===== src/hbfs_pkg.sv =====
// Constants shared by the H-bridge fault and sleep controller.
// Assumes a single 100 MHz core clock.
package hbfs_pkg;
  localparam int unsigned CLK_PERIOD_NS = 10;
  localparam int unsigned RETRY_TIME_US = 1000;
  // Overcurrent retry delay in core clock cycles
  localparam int unsigned RETRY_CYCLES = (RETRY_TIME_US * 1000) / CLK_PERIOD_NS;
  // Qualification time of a current-limit event before it trips
  localparam int unsigned QUAL_TIME_NS = 3000;
  localparam int unsigned QUAL_CYCLES = (QUAL_TIME_NS + CLK_PERIOD_NS - 1) / CLK_PERIOD_NS;
  localparam int unsigned SWITCH_COUNT = 4;
  localparam int unsigned QUAL_WIDTH = 10;
  localparam int unsigned RETRY_WIDTH = 20;
  // Per-switch drive encoding: bit1 high-side on, bit0 low-side on
  localparam logic [1:0] DRV_OFF = 2'h0;
  localparam logic [1:0] DRV_HIGH = 2'h2;
  localparam logic [1:0] DRV_LOW = 2'h1;
  typedef enum logic [1:0] {HBFS_SLEEP, HBFS_RUN, HBFS_OC_WAIT, HBFS_HOT} hbfs_state_t;
endpackage


===== src/hbfs_qual.sv =====
// Current-limit qualification filter for one bridge switch.
// Assumes the limit flag is synchronous to core_clk.
module hbfs_qual
  import hbfs_pkg::*;
(
  input wire logic core_clk, // Core clock
  input wire logic rst, // Async reset, active high
  input wire logic clr, // Restart counting
  input wire logic limit_active, // Switch is in current limit
  output logic qualified // Limit persisted beyond the qualification time
);
  logic [QUAL_WIDTH-1:0] cnt_r;

  always_ff @(posedge core_clk or posedge rst) begin
    if (rst) begin
      cnt_r <= '0;
    end else if (clr || !limit_active) begin
      cnt_r <= '0;
    end else if (cnt_r != QUAL_WIDTH'(QUAL_CYCLES)) begin
      cnt_r <= cnt_r + 1'b1;
    end
  end

  assign qualified = (cnt_r == QUAL_WIDTH'(QUAL_CYCLES));
endmodule


===== src/hbfs_ctrl.sv =====
// H-bridge sleep, overcurrent retry, overheat and lockout control.
// Assumes all inputs are synchronous to core_clk; analog sense is outside.
// How it works
// - Low sleep request powers down everything except wake logic.
// - Current limit longer than qualification time turns off all four switches.
// - Bridge re-enables itself about 1 ms after an overcurrent shutdown.
// - Either high-side or low-side switch fault triggers the shutdown.
// - Overheat indication disables all switches until it clears.
// - After overheat clears, bridge operation resumes without host action.
// - Supply lockout disables everything and resets logic until supply returns.
// - Missing logic supply leaves a low-power state drawing little current.
// - Inputs decode to coast, reverse, forward or brake.
module hbfs_ctrl
  import hbfs_pkg::*;
(
  input wire logic core_clk, // Core clock, 100 MHz
  input wire logic rst, // Async reset, active high
  input wire logic low_power_request_n, // Sleep request, active low
  input wire logic bridge_input_a, // Host bridge input a
  input wire logic bridge_input_b, // Host bridge input b
  input wire logic [SWITCH_COUNT-1:0] switch_limit, // Limit flags: a-hi, a-lo, b-hi, b-lo
  input wire logic overheat_shutdown, // Die overtemperature indication
  input wire logic supply_low_lockout, // Logic supply below threshold
  output logic [1:0] drive_a, // Switch drive for output a
  output logic [1:0] drive_b, // Switch drive for output b
  output logic bridge_output_a_oe, // Output a driven
  output logic bridge_output_b_oe, // Output b driven
  output logic bridge_output_a_o, // Output a level when driven
  output logic bridge_output_b_o, // Output b level when driven
  output logic overcurrent_trip, // Overcurrent shutdown active
  output logic core_awake // Internal circuitry powered
);
  import hbfs_pkg::*;

  hbfs_state_t state_r;
  hbfs_state_t state_nxt;
  logic [RETRY_WIDTH-1:0] retry_r;
  logic [SWITCH_COUNT-1:0] qual;
  logic any_fault;
  logic lrst;
  logic run_ok;

  // Lockout behaves as an extra reset so no stale state survives a brownout
  assign lrst = rst || supply_low_lockout;

  genvar g;
  generate
    for (g = 0; g < SWITCH_COUNT; g++) begin : g_qual
      hbfs_qual u_qual (
        .core_clk(core_clk),
        .rst(rst),
        .clr(supply_low_lockout || state_r != HBFS_RUN),
        .limit_active(switch_limit[g]),
        .qualified(qual[g])
      );
    end
  endgenerate

  // Any one of the four switches can trip the whole bridge, so a short to
  // ground, to supply or across the load all end in the same shutdown.
  assign any_fault = |qual;

  // Sleep wins over every fault state. An overheat still present on the last cycle
  // of the retry wait sends it to HOT instead of RUN, so the retry timer never
  // re-enables a bridge that is still too hot.

  always_comb begin
    state_nxt = state_r;
    case (state_r)
      HBFS_SLEEP: begin
        if (low_power_request_n) begin
          state_nxt = overheat_shutdown ? HBFS_HOT : HBFS_RUN;
        end
      end
      HBFS_RUN: begin
        if (!low_power_request_n) begin
          state_nxt = HBFS_SLEEP;
        end else if (overheat_shutdown) begin
          state_nxt = HBFS_HOT;
        end else if (any_fault) begin
          state_nxt = HBFS_OC_WAIT;
        end
      end
      HBFS_OC_WAIT: begin
        if (!low_power_request_n) begin
          state_nxt = HBFS_SLEEP;
        end else if (retry_r == RETRY_WIDTH'(RETRY_CYCLES - 1)) begin
          state_nxt = overheat_shutdown ? HBFS_HOT : HBFS_RUN;
        end
      end
      HBFS_HOT: begin
        if (!low_power_request_n) begin
          state_nxt = HBFS_SLEEP;
        end else if (!overheat_shutdown) begin
          state_nxt = HBFS_RUN;
        end
      end
      default: state_nxt = HBFS_SLEEP;
    endcase
  end

  always_ff @(posedge core_clk or posedge rst) begin
    if (rst) begin
      state_r <= HBFS_SLEEP;
    end else if (supply_low_lockout) begin
      state_r <= HBFS_SLEEP;
    end else begin
      state_r <= state_nxt;
    end
  end

  // Retry timer runs only while waiting out an overcurrent
  always_ff @(posedge core_clk or posedge rst) begin
    if (rst) begin
      retry_r <= '0;
    end else if (supply_low_lockout || state_r != HBFS_OC_WAIT) begin
      retry_r <= '0;
    end else begin
      retry_r <= retry_r + 1'b1;
    end
  end

  // Drive is enabled only in RUN and only when no shutdown is pending.
  // Using the next state rather than state_r removes one cycle of exposure
  // after a fault, a sleep request or a lockout arrives.
  assign run_ok = state_nxt == HBFS_RUN && !lrst && low_power_request_n;

  // Input decode of the host pin pair
  logic coast;
  logic fwd;
  logic rev;
  logic bridge_on;

  assign coast = !bridge_input_a && !bridge_input_b;
  assign fwd = bridge_input_a && !bridge_input_b;
  assign rev = !bridge_input_a && bridge_input_b;

  // Any shutdown overrides the host pins; coast also releases both legs
  assign bridge_on = run_ok && !coast;

  // Leg a switches: high-side for forward, low-side for reverse and brake.
  // Both switches of a leg are never on together, which avoids shoot-through.
  always_ff @(posedge core_clk or posedge rst) begin
    if (rst) begin
      drive_a <= DRV_OFF;
    end else if (!bridge_on) begin
      drive_a <= DRV_OFF;
    end else begin
      drive_a <= fwd ? DRV_HIGH : DRV_LOW;
    end
  end

  // Leg b switches mirror leg a
  always_ff @(posedge core_clk or posedge rst) begin
    if (rst) begin
      drive_b <= DRV_OFF;
    end else if (!bridge_on) begin
      drive_b <= DRV_OFF;
    end else begin
      drive_b <= rev ? DRV_HIGH : DRV_LOW;
    end
  end

  // Output enables: high impedance whenever the bridge is off
  always_ff @(posedge core_clk or posedge rst) begin
    if (rst) begin
      bridge_output_a_oe <= 1'b0;
      bridge_output_b_oe <= 1'b0;
    end else begin
      bridge_output_a_oe <= bridge_on;
      bridge_output_b_oe <= bridge_on;
    end
  end

  // Driven levels; held low while undriven so no stale level leaks out
  // when the enable returns.
  always_ff @(posedge core_clk or posedge rst) begin
    if (rst) begin
      bridge_output_a_o <= 1'b0;
      bridge_output_b_o <= 1'b0;
    end else begin
      bridge_output_a_o <= bridge_on && fwd;
      bridge_output_b_o <= bridge_on && rev;
    end
  end

  // Trip flag stands for the whole retry wait; lockout clears it at once
  always_ff @(posedge core_clk or posedge rst) begin
    if (rst) begin
      overcurrent_trip <= 1'b0;
    end else begin
      overcurrent_trip <= state_nxt == HBFS_OC_WAIT && !lrst;
    end
  end

  // Sleep and lockout both gate internal power; covers the no-supply case too.
  // Only the wake path on the sleep pin stays alive while this is low.
  always_ff @(posedge core_clk or posedge rst) begin
    if (rst) begin
      core_awake <= 1'b0;
    end else begin
      core_awake <= low_power_request_n && !supply_low_lockout;
    end
  end
endmodule


===== config.mk =====
export PLATFORM = sky130hd
export DESIGN_NAME = hbfs_ctrl
export DESIGN_NICKNAME = d
export VERILOG_FILES = /design/src/hbfs_pkg.sv /design/src/hbfs_qual.sv /design/src/hbfs_ctrl.sv
export SDC_FILE = /design/constraint.sdc
export NUM_CORES = 1
export LEC_CHECK = 0
export ABC_CLOCK_PERIOD_IN_PS = 2500
export BUFFER_PORTS_ARGS = -buffer_cell sky130_fd_sc_hd__buf_2
export CAP_MARGIN = 0
export CORE_UTILIZATION = 60
export DETAILED_ROUTE_END_ITERATION = 8
export PLACE_DENSITY = 0.84
export SYNTH_ARGS = -nofsm -noshare
export SYNTH_HDL_FRONTEND = slang
export SYNTH_SLANG_ARGS = --single-unit

===== constraint.sdc =====
create_clock -name core_clk -period 2.5 [get_ports core_clk]
set_clock_uncertainty 0.1 [all_clocks]
set_input_delay 0.25 -clock core_clk [delete_from_list [all_inputs] [get_ports core_clk]]
set_output_delay 0.25 -clock core_clk [all_outputs]
set_load 0.02 [all_outputs]

After elaboration in Yosys (flattened, before gate mapping)
Cells that the tools add are included.
{"block": "totals", "register_bits": 71, "output_inout_bits": 10, "wordCells": 90}
{"block": "op_classes", "n_eq_ne": 16, "reduce_logical": 32, "n_mux": 24, "addsub": 5}
{"op": "2-to-1 mux 10 bit", "n": 8}
{"op": "adder 10 x 1 -> 10 bit, second input constant", "n": 4}
{"op": "== test 10 x 9 -> 1 bit, second input constant", "n": 4}
{"op": "inequality test 10 x 9 -> 1 bit, second input constant", "n": 4}
{"op": "2-to-1 mux 2 bit", "n": 14}
{"op": "adder 20 x 1 -> 20 bit, second input constant", "n": 1}
{"op": "== test 20 x 17 -> 1 bit, second input constant", "n": 1}
{"op": "2-to-1 mux 20 bit", "n": 1}
{"op": "logical AND 1 bit", "n": 10}
{"op": "logical NOT 1 bit", "n": 9}
{"op": "one-hot mux 2 bit (4 select lines)", "n": 1}
{"op": "nonzero test 2 bit", "n": 4}
{"op": "logical OR 1 bit", "n": 7}
{"op": "== test 2 bit, second input constant", "n": 3}
{"op": "== test 2 x 1 -> 1 bit, second input constant", "n": 2}
{"op": "OR reduction 4 bit", "n": 1}
{"op": "logical NOT 2 bit", "n": 1}
{"op": "inequality test 2 x 1 -> 1 bit, second input constant", "n": 1}
{"op": "inequality test 2 bit, second input constant", "n": 1}

Longest topological paths before layout
Gate-level depths: netlist of run 1.
{"block": "logic_depth", "word_depth": 11, "mapped_depth": 6, "depth_no_buf": 6}

Cells and area by module
A second synthesis of run 1 with hierarchy kept.
{"block": "unflattened", "hier_cells": 387, "hier_area_um2": 3709.8}
{"module": "hbfs_qual", "cells_each": 60, "area_per_inst_um2": 569.3, "instances": 4}
{"module": "hbfs_ctrl", "cells_each": 147, "area_per_inst_um2": 1432.6, "instances": 1}

Worst setup path after synthesis of run 1
Ideal clock, no wire load.
{"block": "synth_timing", "kind": "input to register", "start": "input port rst", "end": "register overcurrent_trip", "setup_ps": 74, "t_arrival_ps": 2006, "slack_ps": 319, "cell_stages": 2, "t_required_ps": 2326, "path_cell_list": "inv_1 > a32o_1"}
{"block": "synth_via", "elab_chain_len": 3}
{"element": "start: declaration", "line": "hbfs_ctrl.sv:17", "text": "input wire logic rst,"}
{"element": "logical OR 1 bit", "line": "hbfs_ctrl.sv:44", "text": "assign lrst = rst || supply_low_lockout;"}
{"element": "logical NOT 1 bit", "line": "hbfs_ctrl.sv:192", "text": "overcurrent_trip <= state_nxt == HBFS_OC_WAIT && !lrst;"}
{"element": "logical AND 1 bit", "line": "hbfs_ctrl.sv:192"}
{"element": "end signal: assignment", "line": "hbfs_ctrl.sv:192"}
{"element": "end: declaration", "line": "hbfs_ctrl.sv:30", "text": "output logic overcurrent_trip,"}
No other way between the ends.
A chain may end at the register's enable or synchronous reset.

Final worst setup path of run 1
{"block": "layout_timing", "start": "register g_qual[3].u_qual.cnt_r[0]", "end": "register state_r[0]"}
{"block": "layout_via", "elab_chain_len": 7}
{"element": "start: declaration", "line": "hbfs_qual.sv:12", "text": "logic [QUAL_WIDTH-1:0] cnt_r;"}
{"element": "start signal: assignment", "line": "hbfs_qual.sv:20", "text": "cnt_r <= cnt_r + 1'b1;"}
{"element": "== test 10 x 9 -> 1 bit", "line": "hbfs_qual.sv:24", "text": "assign qualified = (cnt_r == QUAL_WIDTH'(QUAL_CYCLES));"}
{"element": "OR reduction 4 bit", "line": "hbfs_ctrl.sv:61", "text": "assign any_fault = |qual;"}
{"element": "2-to-1 mux 2 bit", "line": "hbfs_ctrl.sv:80", "text": "end else if (any_fault) begin"}
{"element": "2-to-1 mux 2 bit", "line": "hbfs_ctrl.sv:78", "text": "end else if (overheat_shutdown) begin"}
{"element": "2-to-1 mux 2 bit", "line": "hbfs_ctrl.sv:76", "text": "if (!low_power_request_n) begin"}
{"element": "one-hot mux 2 bit (4 select lines)", "line": "hbfs_ctrl.sv:69", "text": "case (state_r)"}
{"element": "2-to-1 mux 2 bit", "line": "hbfs_ctrl.sv:105", "text": "end else if (supply_low_lockout) begin"}
{"element": "end signal: assignment", "line": "hbfs_ctrl.sv:108", "text": "state_r <= state_nxt;"}
{"element": "end: declaration", "line": "hbfs_ctrl.sv:35", "text": "hbfs_state_t state_r;"}
No other way between the ends.

==> run metrics, run 1 <==
Final Hold Viols=0; Seq/Total Area, Yosys=51.0%; Starting Density=64.3%; wire per inst=14.6 um; maximum VDD drop=0.513 mV; mapped cell area=3390 sq um; hold buffer count at cts=3; unrepaired setup endpoints after global routing=false; Root Buffer Master=clkbuf_8; CTS Sinks=69; post-route ant nets=0; Post-CTS Resized=0; Finish-stage setup viols=0; Ports=21; MaxCap Viol Count=0; First-pass DRT Iterations=4; r2r startpoint=g_qual[3].u_qual.cnt_r[0]; CP max stage cell=dfrtp_1; Yosys reg bits=69; final worst path period share=86.9%; WHS Endpoint=g_qual[3].u_qual.cnt_r[2]; vias=2592; endpoint class of the critical path=register; layout cells sized above 1=11.4%; Largest Register=g_qual.u_qual.cnt_r; required time of the critical path=2.60 ns; Setup Crit Path Kind=register to register; max reg flops=40; gr ovfl total=0; Die H=77.1 um; status=finished clean; Final Max Slew Viols=0; syn avg cell area=10.1 sq um; Slew HR=56.2%; fmax=460 MHz; Worst Hold Class=input pin to register; biggest regs=g_qual.u_qual.cnt_r: 40 flops, retry_r: 20 flops, state_r: 2 flops; CP max stage delay=0.44 ns; commonest cells after routing, fill and taps aside=dfrtp_1, nor2_1, nand2_1; Worst-Margin Slew=0.650 ns; Syn-to-layout area delta=11.6%; hold_sp=switch_limit[3]; residual DRC count=0; CP Data Arrival Time=2.27 ns; Gate Count Post-Synth=334; reg-to-reg endpoint=state_r[0]; Core Util, Final=71.7%; Hold Path Depth=3; clk slew on worst S/H paths=0.07 ns; nets=384; total CTS buffers=9; Syn Nets=354; post-layout min period=2.17 ns; worst reg-to-reg path cell count=6; Distinct cells, synth=38; critical path launch point type=register; Detail Placement HPWL=4560 um; commonest non-fill, non-tap cell in the layout=dfrtp_1; port buffer count=20; CTS Buffer Depth=2; core area=5270 sq um; vias in the first global route=2418; filler cell count=394; largest net degree at the start of global routing=36; yosys warns=0; vias per cell=5.90; Total GRT Usage=24.0%; Leak=1.60 nW; worst-path cell chain=inv_1 > ha_1 > nor4bb_1 > nand4_1 > a41oi_4 > a211oi_1; FF-to-FF setup slack=0.33 ns; Placer Congestion=0.803; CTS tree=built; n_diodes=0; Site Rows=26; post-CTS setup buffers=0; worst-path maximum fanout=8; 1st-iter DRT viols=174; Die ar.=5950 sq um; initial antenna violation count=0; Power Density=554 nW/um^2; Die X=77.1 um; H-tree Lvls=3; clk_lat worst skew=0.35 ns; Fin Setup TNS=0 ns; final WL=6430 um; global-route wire length before repair=11000 um
[through the flow]
stage                     area [sq um]  worst slack, ns  hold slack (ns)  std cells  total power, mW
after floorplan                   3390            0.319            0.221        334             1.19
after global placement            3560            0.527            0.110        420             1.22
after detailed placement          3560            0.402            0.117        420             1.22
after CTS                         3780            0.335           0.0574        439             2.11
after global routing              3780            0.190           0.0701        439             2.17
final                             3780            0.326           0.0650        439             2.09
[critical path, delay by kind of cell (launching register included)]
family          cells  cell delay [ns]
simple gates        2             0.73
compound gates      2             0.53
flops               1             0.44
fa+ha+maj           1             0.15
buf+inv             1             0.08
[cells in the mapped netlist, drive strengths merged]
cell | count | share of area [%]
nand2 | 28 | 3.1
inv | 12 | 1.3
o21ai | 5 | 0.74
nor3 | 9 | 1.3
o31ai | 2 | 0.44
and4b | 1 | 0.30
and2 | 2 | 0.37
nor4bb | 1 | 0.30
xnor2 | 12 | 3.1
or3 | 6 | 1.1
or4 | 4 | 1.0
ha | 9 | 3.3
a211oi | 6 | 1.3
buf | 4 | 0.78
a32o | 1 | 0.30
or2 | 1 | 0.18
nor3b | 3 | 0.66
and4 | 10 | 2.6
nor2 | 44 | 4.9
nor4 | 7 | 1.3
nand2b | 3 | 0.55
or3b | 1 | 0.26
a31oi | 8 | 1.5
a21oi | 13 | 1.9
and3 | 5 | 0.92
nand3 | 12 | 1.8
xor2 | 24 | 6.2
a41oi | 1 | 0.81
clkbuf | 2 | 0.22
o211ai | 4 | 0.89
and4bb | 1 | 0.37
nand4 | 20 | 4.1
dfrtp | 69 | 51
o31a | 1 | 0.26
mux2i | 3 | 0.89
[worst max-delay path by stage]
stage,startpoint,slack (ns),depth (start not counted),to
2_1_floorplan,rst,0.32,2,overcurrent_trip
3_3_place_gp,retry_r[0],0.53,5,overcurrent_trip
3_5_place_dp,g_qual[3].u_qual.cnt_r[0],0.40,6,state_r[0]
4_1_cts,g_qual[3].u_qual.cnt_r[0],0.34,6,state_r[0]
5_1_grt,g_qual[3].u_qual.cnt_r[0],0.19,6,state_r[0]
6_report,g_qual[3].u_qual.cnt_r[0],0.33,6,state_r[0]
[routing by layer]
metal / vias up / share of wire (%) / global-route usage [%]
met3: 11 / 4.8 / 7.26
met5: - / 0 / 0
met1: 1235 / 47 / 32.5
li1: 1265 / - / -
met2: 81 / 47 / 36.0
met4: 0 / 1.5 / 9.43
[area by class of cell]
cell class	count	area, sq um	area share (%)
Clock buffer	13	149	3.94
Clock inverter	3	45.0	1.19
Inverter	12	45.0	1.19
Multi-Input combinational cell	247	1580	41.9
Sequential cell	69	1730	45.7
Tap cell	70	87.6	2.32
Timing Repair Buffer	25	145	3.84
[cell families (layout without fill, tap and decap cells)]
kind of cell,count (synthesis),after routing,share of synthesized area (%)
flops,69,69,51.0
fa+ha+maj,9,9,3.32
xor+xnor,36,36,9.31
buf+inv,18,53,2.33
simple gates,158,158,25.0
compound gates,41,41,8.16
mux,3,3,0.886
[power by group]
group	internal, mW	switching [mW]
sequential	1.12	0.00434
clock	0.489	0.406
combinational	0.0208	0.0510
total	1.63	0.461
Power figures use the tool's default switching activity.
==> run 2: changes to the inputs <==
--- a/config.mk
+++ b/config.mk
@@ -13,4 +13,5 @@
 export PLACE_DENSITY = 0.84
 export SYNTH_ARGS = -nofsm -noshare
 export SYNTH_HDL_FRONTEND = slang
+export SYNTH_HIERARCHICAL = 1
 export SYNTH_SLANG_ARGS = --single-unit
==> run 2 against run 1 <==
Net effect:
- die area is 9.2% higher
- sequential share of layout area is 5.1 points lower
- hold slack worse by 0.013 ns
- synthesized cell count is 16% higher
- setup slack worse by 0.19 ns
- combinational power is 18% higher
- non-clock buffer count is 14 higher
- cell area is 13% higher
- clock power is 14% higher
- flip-flop and latch count stayed put
- utilization is 0.21 points lower
- routed wire length is 25% higher
- largest power group unchanged
==> run metrics, run 2 <==
Setup Crit Path Kind=register to register; Placer Congestion=0.816; Post-synth ARST share=100%; port buffer count=20; syn avg cell area=9.59 sq um; Worst Hold Class=input pin to register; Die H=80.6 um; r2r startpoint=g_qual[1].u_qual/cnt_r[0]; final WL=8060 um; Post-synth top cells=dfrtp_1, nand2_1, a21oi_1, inv_1, o21ai_0; CP top delay family=simple AND/OR/NAND/NOR gates; Final Hold Viols=0; clk slew on worst S/H paths=0.08 ns; clk_lat worst skew=0.35 ns; Ports=21; nets=452; final worst path period share=94.5%; gr ovfl total=0; Core Util, Final=71.5%; critical path launch point type=register; layout cells sized above 1=19.9%; total CTS buffers=9; Yosys top cell area share=46.5%; core area=5960 sq um; global-route wire length before repair=13500 um; Die X=80.6 um; Detail Placement HPWL=5650 um; residual DRC count=0; First-pass DRT Iterations=5; maximum VDD drop=0.407 mV; fmax=423 MHz; top-count cell post-synth=dfrtp_1; initial antenna violation count=0; EDFF count, synth=0; largest net degree at the start of global routing=30; Final Max Slew Viols=0; CP Data Arrival Time=2.50 ns; Syn Nets=407; Largest Register=g_qual.u_qual/cnt_r; Yosys reg bits=69; crit path launch=g_qual[1].u_qual/cnt_r[0]; max reg flops=40; Starting Density=62.3%; CTS Sinks=69; Root Buffer Master=clkbuf_8; worst-path cell chain=inv_1 > ha_1 > nor4b_4 > nand4_1 > inv_1 > or4_1 > a211oi_2 > a21oi_2 > and2_1; Seq/Total Area, Yosys=46.5%; Worst-Margin Slew=0.814 ns; n_diodes=0; Yosys top cell by area=dfrtp_1; post-route ant nets=0; vias per cell=6.25; Distinct cells, synth=40; CTS Buffer Depth=2; Total GRT Usage=27.1%; Fin Setup TNS=0 ns; 1st-iter DRT viols=232; CP max stage delay=0.61 ns; vias=3198; Syn-to-layout area delta=14.8%; Slew HR=45.7%; endpoint class of the critical path=register; biggest regs=g_qual.u_qual/cnt_r: 40 flops, retry_r: 20 flops, state_r: 2 flops; Power Density=522 nW/um^2; Die ar.=6500 sq um; Site Rows=28; worst-path maximum fanout=6; yosys warns=6; vias in the first global route=3083; mapped cell area=3710 sq um; CP max stage cell=or4_1; Buf/Inv on CP=2; commonest cells after routing, fill and taps aside=dfrtp_1, nand2_1, a21oi_1; Gate Count Post-Synth=387; H-tree Lvls=3; CTS tree=built; required time of the critical path=2.63 ns; most frequent CP cell=inv_1; Most used DFF post-synth=dfrtp_1; hold_sp=supply_low_lockout; Finish-stage setup viols=0; wire per inst=15.7 um; unrepaired setup endpoints after global routing=false; status=finished clean; Leak=1.81 nW; MaxCap Viol Count=0; post-layout min period=2.36 ns; ranking of synthesized cells by area=dfrtp_1, a21oi_1, nand2_1, o21ai_0, ha_1; commonest non-fill, non-tap cell in the layout=dfrtp_1
run 2: cells by family after synthesis:
| kind of cell | Yosys count | synth area share [%] |
|---|---|---|
| compound gates | 87 | 13.7 |
| xor+xnor | 10 | 2.36 |
| fa+ha+maj | 9 | 3.04 |
| buf+inv | 36 | 3.95 |
| flops | 69 | 46.5 |
| mux | 8 | 2.16 |
| simple gates | 168 | 28.3 |
run 2: layout make-up:
class | instances | area [sq um]
multi-input combinational | 282 | 1850
inverter | 31 | 116
timing repair buffer | 39 | 250
clock buffer | 9 | 124
fill | 425 | 1700
sequential | 69 | 1730
tap | 75 | 93.8
clock inverter | 7 | 98.8
run 2: stage by stage:
step / area [sq um] / hold WS (ns) / instances / power [mW] / worst slack [ns]
2_1_floorplan: 3710 / -0.00982 / 387 / 1.20 / 0.173
3_3_place_gp: 3990 / 0.197 / 493 / 1.22 / 0.235
3_5_place_dp: 3990 / 0.197 / 493 / 1.23 / 0.130
4_1_cts: 4250 / 0.0252 / 512 / 2.24 / 0.0948
5_1_grt: 4260 / 0.0500 / 512 / 2.29 / 0.0141
6_report: 4260 / 0.0522 / 512 / 2.22 / 0.138
run 2: power by group:
part / switching (mW) / internal (mW)
sequential: 0.00330 / 1.12
clock: 0.449 / 0.566
combinational: 0.0578 / 0.0272
run 2: timing repair:
action / 4_1_cts / 5_1_grt
setup endpoints to repair: 0 / 2
buffers inserted: 0 / 0
gates resized for setup: 0 / 3
hold buffers: 3 / 0
hold endpoints to repair: 71 / 0
run 2: worst paths after layout:
path | endpoint | slack [ns] | cells past startpoint
setup / recovery | state_r[1] | 0.14 | 9
hold / removal | core_awake | 0.05 | 2
setup reg to reg | state_r[1] | 0.14 | 9
hold reg to reg | retry_r[0] | 0.39 | 1
max in group asynchronous | retry_r[11] | 1.53 | 4
min in group asynchronous | g_qual[1].u_qual/cnt_r[0] | 0.38 | 3
run 2: metal layers:
metal / up-vias / global-route usage, % / wire (um)
li1: 1512 / - / -
met1: 1581 / 32.9 / 3530
met2: 96 / 46.4 / 4050
met3: 9 / 5.00 / 394
met4: 0 / 12.7 / 83
met5: - / 0 / 0
==> run 3: changes to the inputs <==
--- a/config.mk
+++ b/config.mk
@@ -10,6 +10,7 @@
 export CAP_MARGIN = 0
 export CORE_UTILIZATION = 60
 export DETAILED_ROUTE_END_ITERATION = 8
+export MAX_ROUTING_LAYER = met4
 export PLACE_DENSITY = 0.84
 export SYNTH_ARGS = -nofsm -noshare
 export SYNTH_HDL_FRONTEND = slang
==> run 3 against run 2 <==
Net effect:
- die area is the same
- global-route usage grew 0.75 points
- sequential power is essentially flat
- hold slack gained 0.0036 ns
- clock-buffer cell count is the same
- critical endpoint unchanged
- largest power group unchanged
- highest routed layer unchanged
==> run metrics, run 3 (synthesized netlist as in run 2, its figures left out) <==
status=finished clean; post-layout min period=2.35 ns; largest net degree at the start of global routing=30; MaxCap Viol Count=0; hold_sp=supply_low_lockout; 1st-iter DRT viols=186; initial antenna violation count=0; Slew HR=44.8%; Die H=80.6 um; clk_lat worst skew=0.36 ns; CP max stage delay=0.61 ns; critical path launch point type=register; post-route ant nets=0; grt met1 use=32.9%; vias in the first global route=3081; Largest Register=g_qual.u_qual/cnt_r; n_diodes=0; clk slew on worst S/H paths=0.08 ns; required time of the critical path=2.64 ns; total CTS buffers=9; Leak=1.81 nW; most frequent CP cell=inv_1; H-tree Lvls=3; CP max stage cell=or4_1; Die ar.=6500 sq um; Fin Setup TNS=0 ns; maximum VDD drop=0.409 mV; Finish-stage setup viols=0; Setup Crit Path Kind=register to register; Final Hold Viols=0; crit path launch=g_qual[1].u_qual/cnt_r[0]; First-pass DRT Iterations=5; Root Buffer Master=clkbuf_8; unrepaired setup endpoints after global routing=false; layout cells sized above 1=19.9%; r2r startpoint=g_qual[1].u_qual/cnt_r[0]; final WL=8080 um; commonest cells after routing, fill and taps aside=dfrtp_1, nand2_1, a21oi_1; DP Area=3990 sq um; Placer Congestion=0.828; worst-path maximum fanout=6; max reg flops=40; residual DRC count=0; M2 GR Usage=46.4%; vias=3191; Syn-to-layout area delta=14.8%; vias per cell=6.23; post-CTS setup buffers=0; core area=5960 sq um; Detail Placement HPWL=5650 um; met3 Resource Use GR=6.36%; Worst Hold Class=input pin to register; Ports=21; Site Rows=28; Setup WS post-layout=0.145 ns; CP Data Arrival Time=2.49 ns; endpoint class of the critical path=register; Total GRT Usage=27.9%; Die X=80.6 um; Worst-Margin Slew=0.828 ns; final worst path period share=94.2%; CTS Buffer Depth=2; wire per inst=15.8 um; nets=452; Power Density=523 nW/um^2; biggest regs=g_qual.u_qual/cnt_r: 40 flops, retry_r: 20 flops, state_r: 2 flops; Starting Density=62.3%; fmax=425 MHz; global-route wire length before repair=13500 um; filler cell count=425; Core Util, Final=71.5%; CTS tree=built; Final Max Slew Viols=0; port buffer count=20; worst-path cell chain=inv_1 > ha_1 > nor4b_4 > nand4_1 > inv_1 > or4_1 > a211oi_2 > a21oi_2 > and2_1; commonest non-fill, non-tap cell in the layout=dfrtp_1; CTS Sinks=69; gr ovfl total=0; GR peak layer=met2; Finished Cell Area=4260 sq um; pre-CTS setup slack=0.130 ns
-- run 3: per-layer routing --
layer / up-vias / share of wire [%]
li1: 1512 / -
met1: 1563 / 43
met2: 105 / 50
met3: 11 / 6.0
met4: 0 / 1.1
met5: - / 0
-- run 3: through the flow --
step | cells | power, mW | hold slack (ns)
after floorplan | 387 | 1.20 | -0.00982
after global placement | 493 | 1.22 | 0.197
after detailed placement | 493 | 1.23 | 0.197
after CTS | 512 | 2.24 | 0.0252
after global routing | 512 | 2.30 | 0.0467
final | 512 | 2.23 | 0.0559
-- run 3: path summary, 6_finish.rpt --
| path | to | slack (ns) | cells after the start |
|---|---|---|---|
| setup / recovery | state_r[1] | 0.15 | 9 |
| hold / removal | core_awake | 0.06 | 2 |
| setup reg to reg | state_r[1] | 0.15 | 9 |
| hold reg to reg | retry_r[0] | 0.39 | 1 |
| max in group asynchronous | retry_r[11] | 1.53 | 4 |
| min in group asynchronous | g_qual[1].u_qual/cnt_r[0] | 0.38 | 3 |
-- run 3: final cells by class --
| class | instances | area [sq um] | share of cell area [%] |
|---|---|---|---|
| clock buffer | 9 | 124 | 2.91 |
| timing repair buffer | 39 | 250 | 5.87 |
| tap | 75 | 93.8 | 2.20 |
| clock inverter | 7 | 98.8 | 2.32 |
| sequential | 69 | 1730 | 40.5 |
| multi-input combinational | 282 | 1850 | 43.4 |
| inverter | 31 | 116 | 2.73 |
-- run 3: repair_timing --
action | in CTS | in global routing
hold endpoints to repair | 71 | 0
gates resized for setup | 0 | 3
hold buffers | 3 | 0
setup endpoints to repair | 0 | 2
-- run 3: critical path: cells and delay by family (launching register included) --
family	cells	cell delay, ns
and+or+nand+nor	4	1.09
AOI/OAI and AO/OA	2	0.41
adders and majority gates	1	0.19
DFF	1	0.36
buffers and inverters	2	0.11
-- run 3: power breakdown --
| group | switching (mW) | internal, mW |
|---|---|---|
| Combinational | 0.0577 | 0.0272 |
| Clock | 0.452 | 0.566 |
| Sequential | 0.00326 | 1.12 |
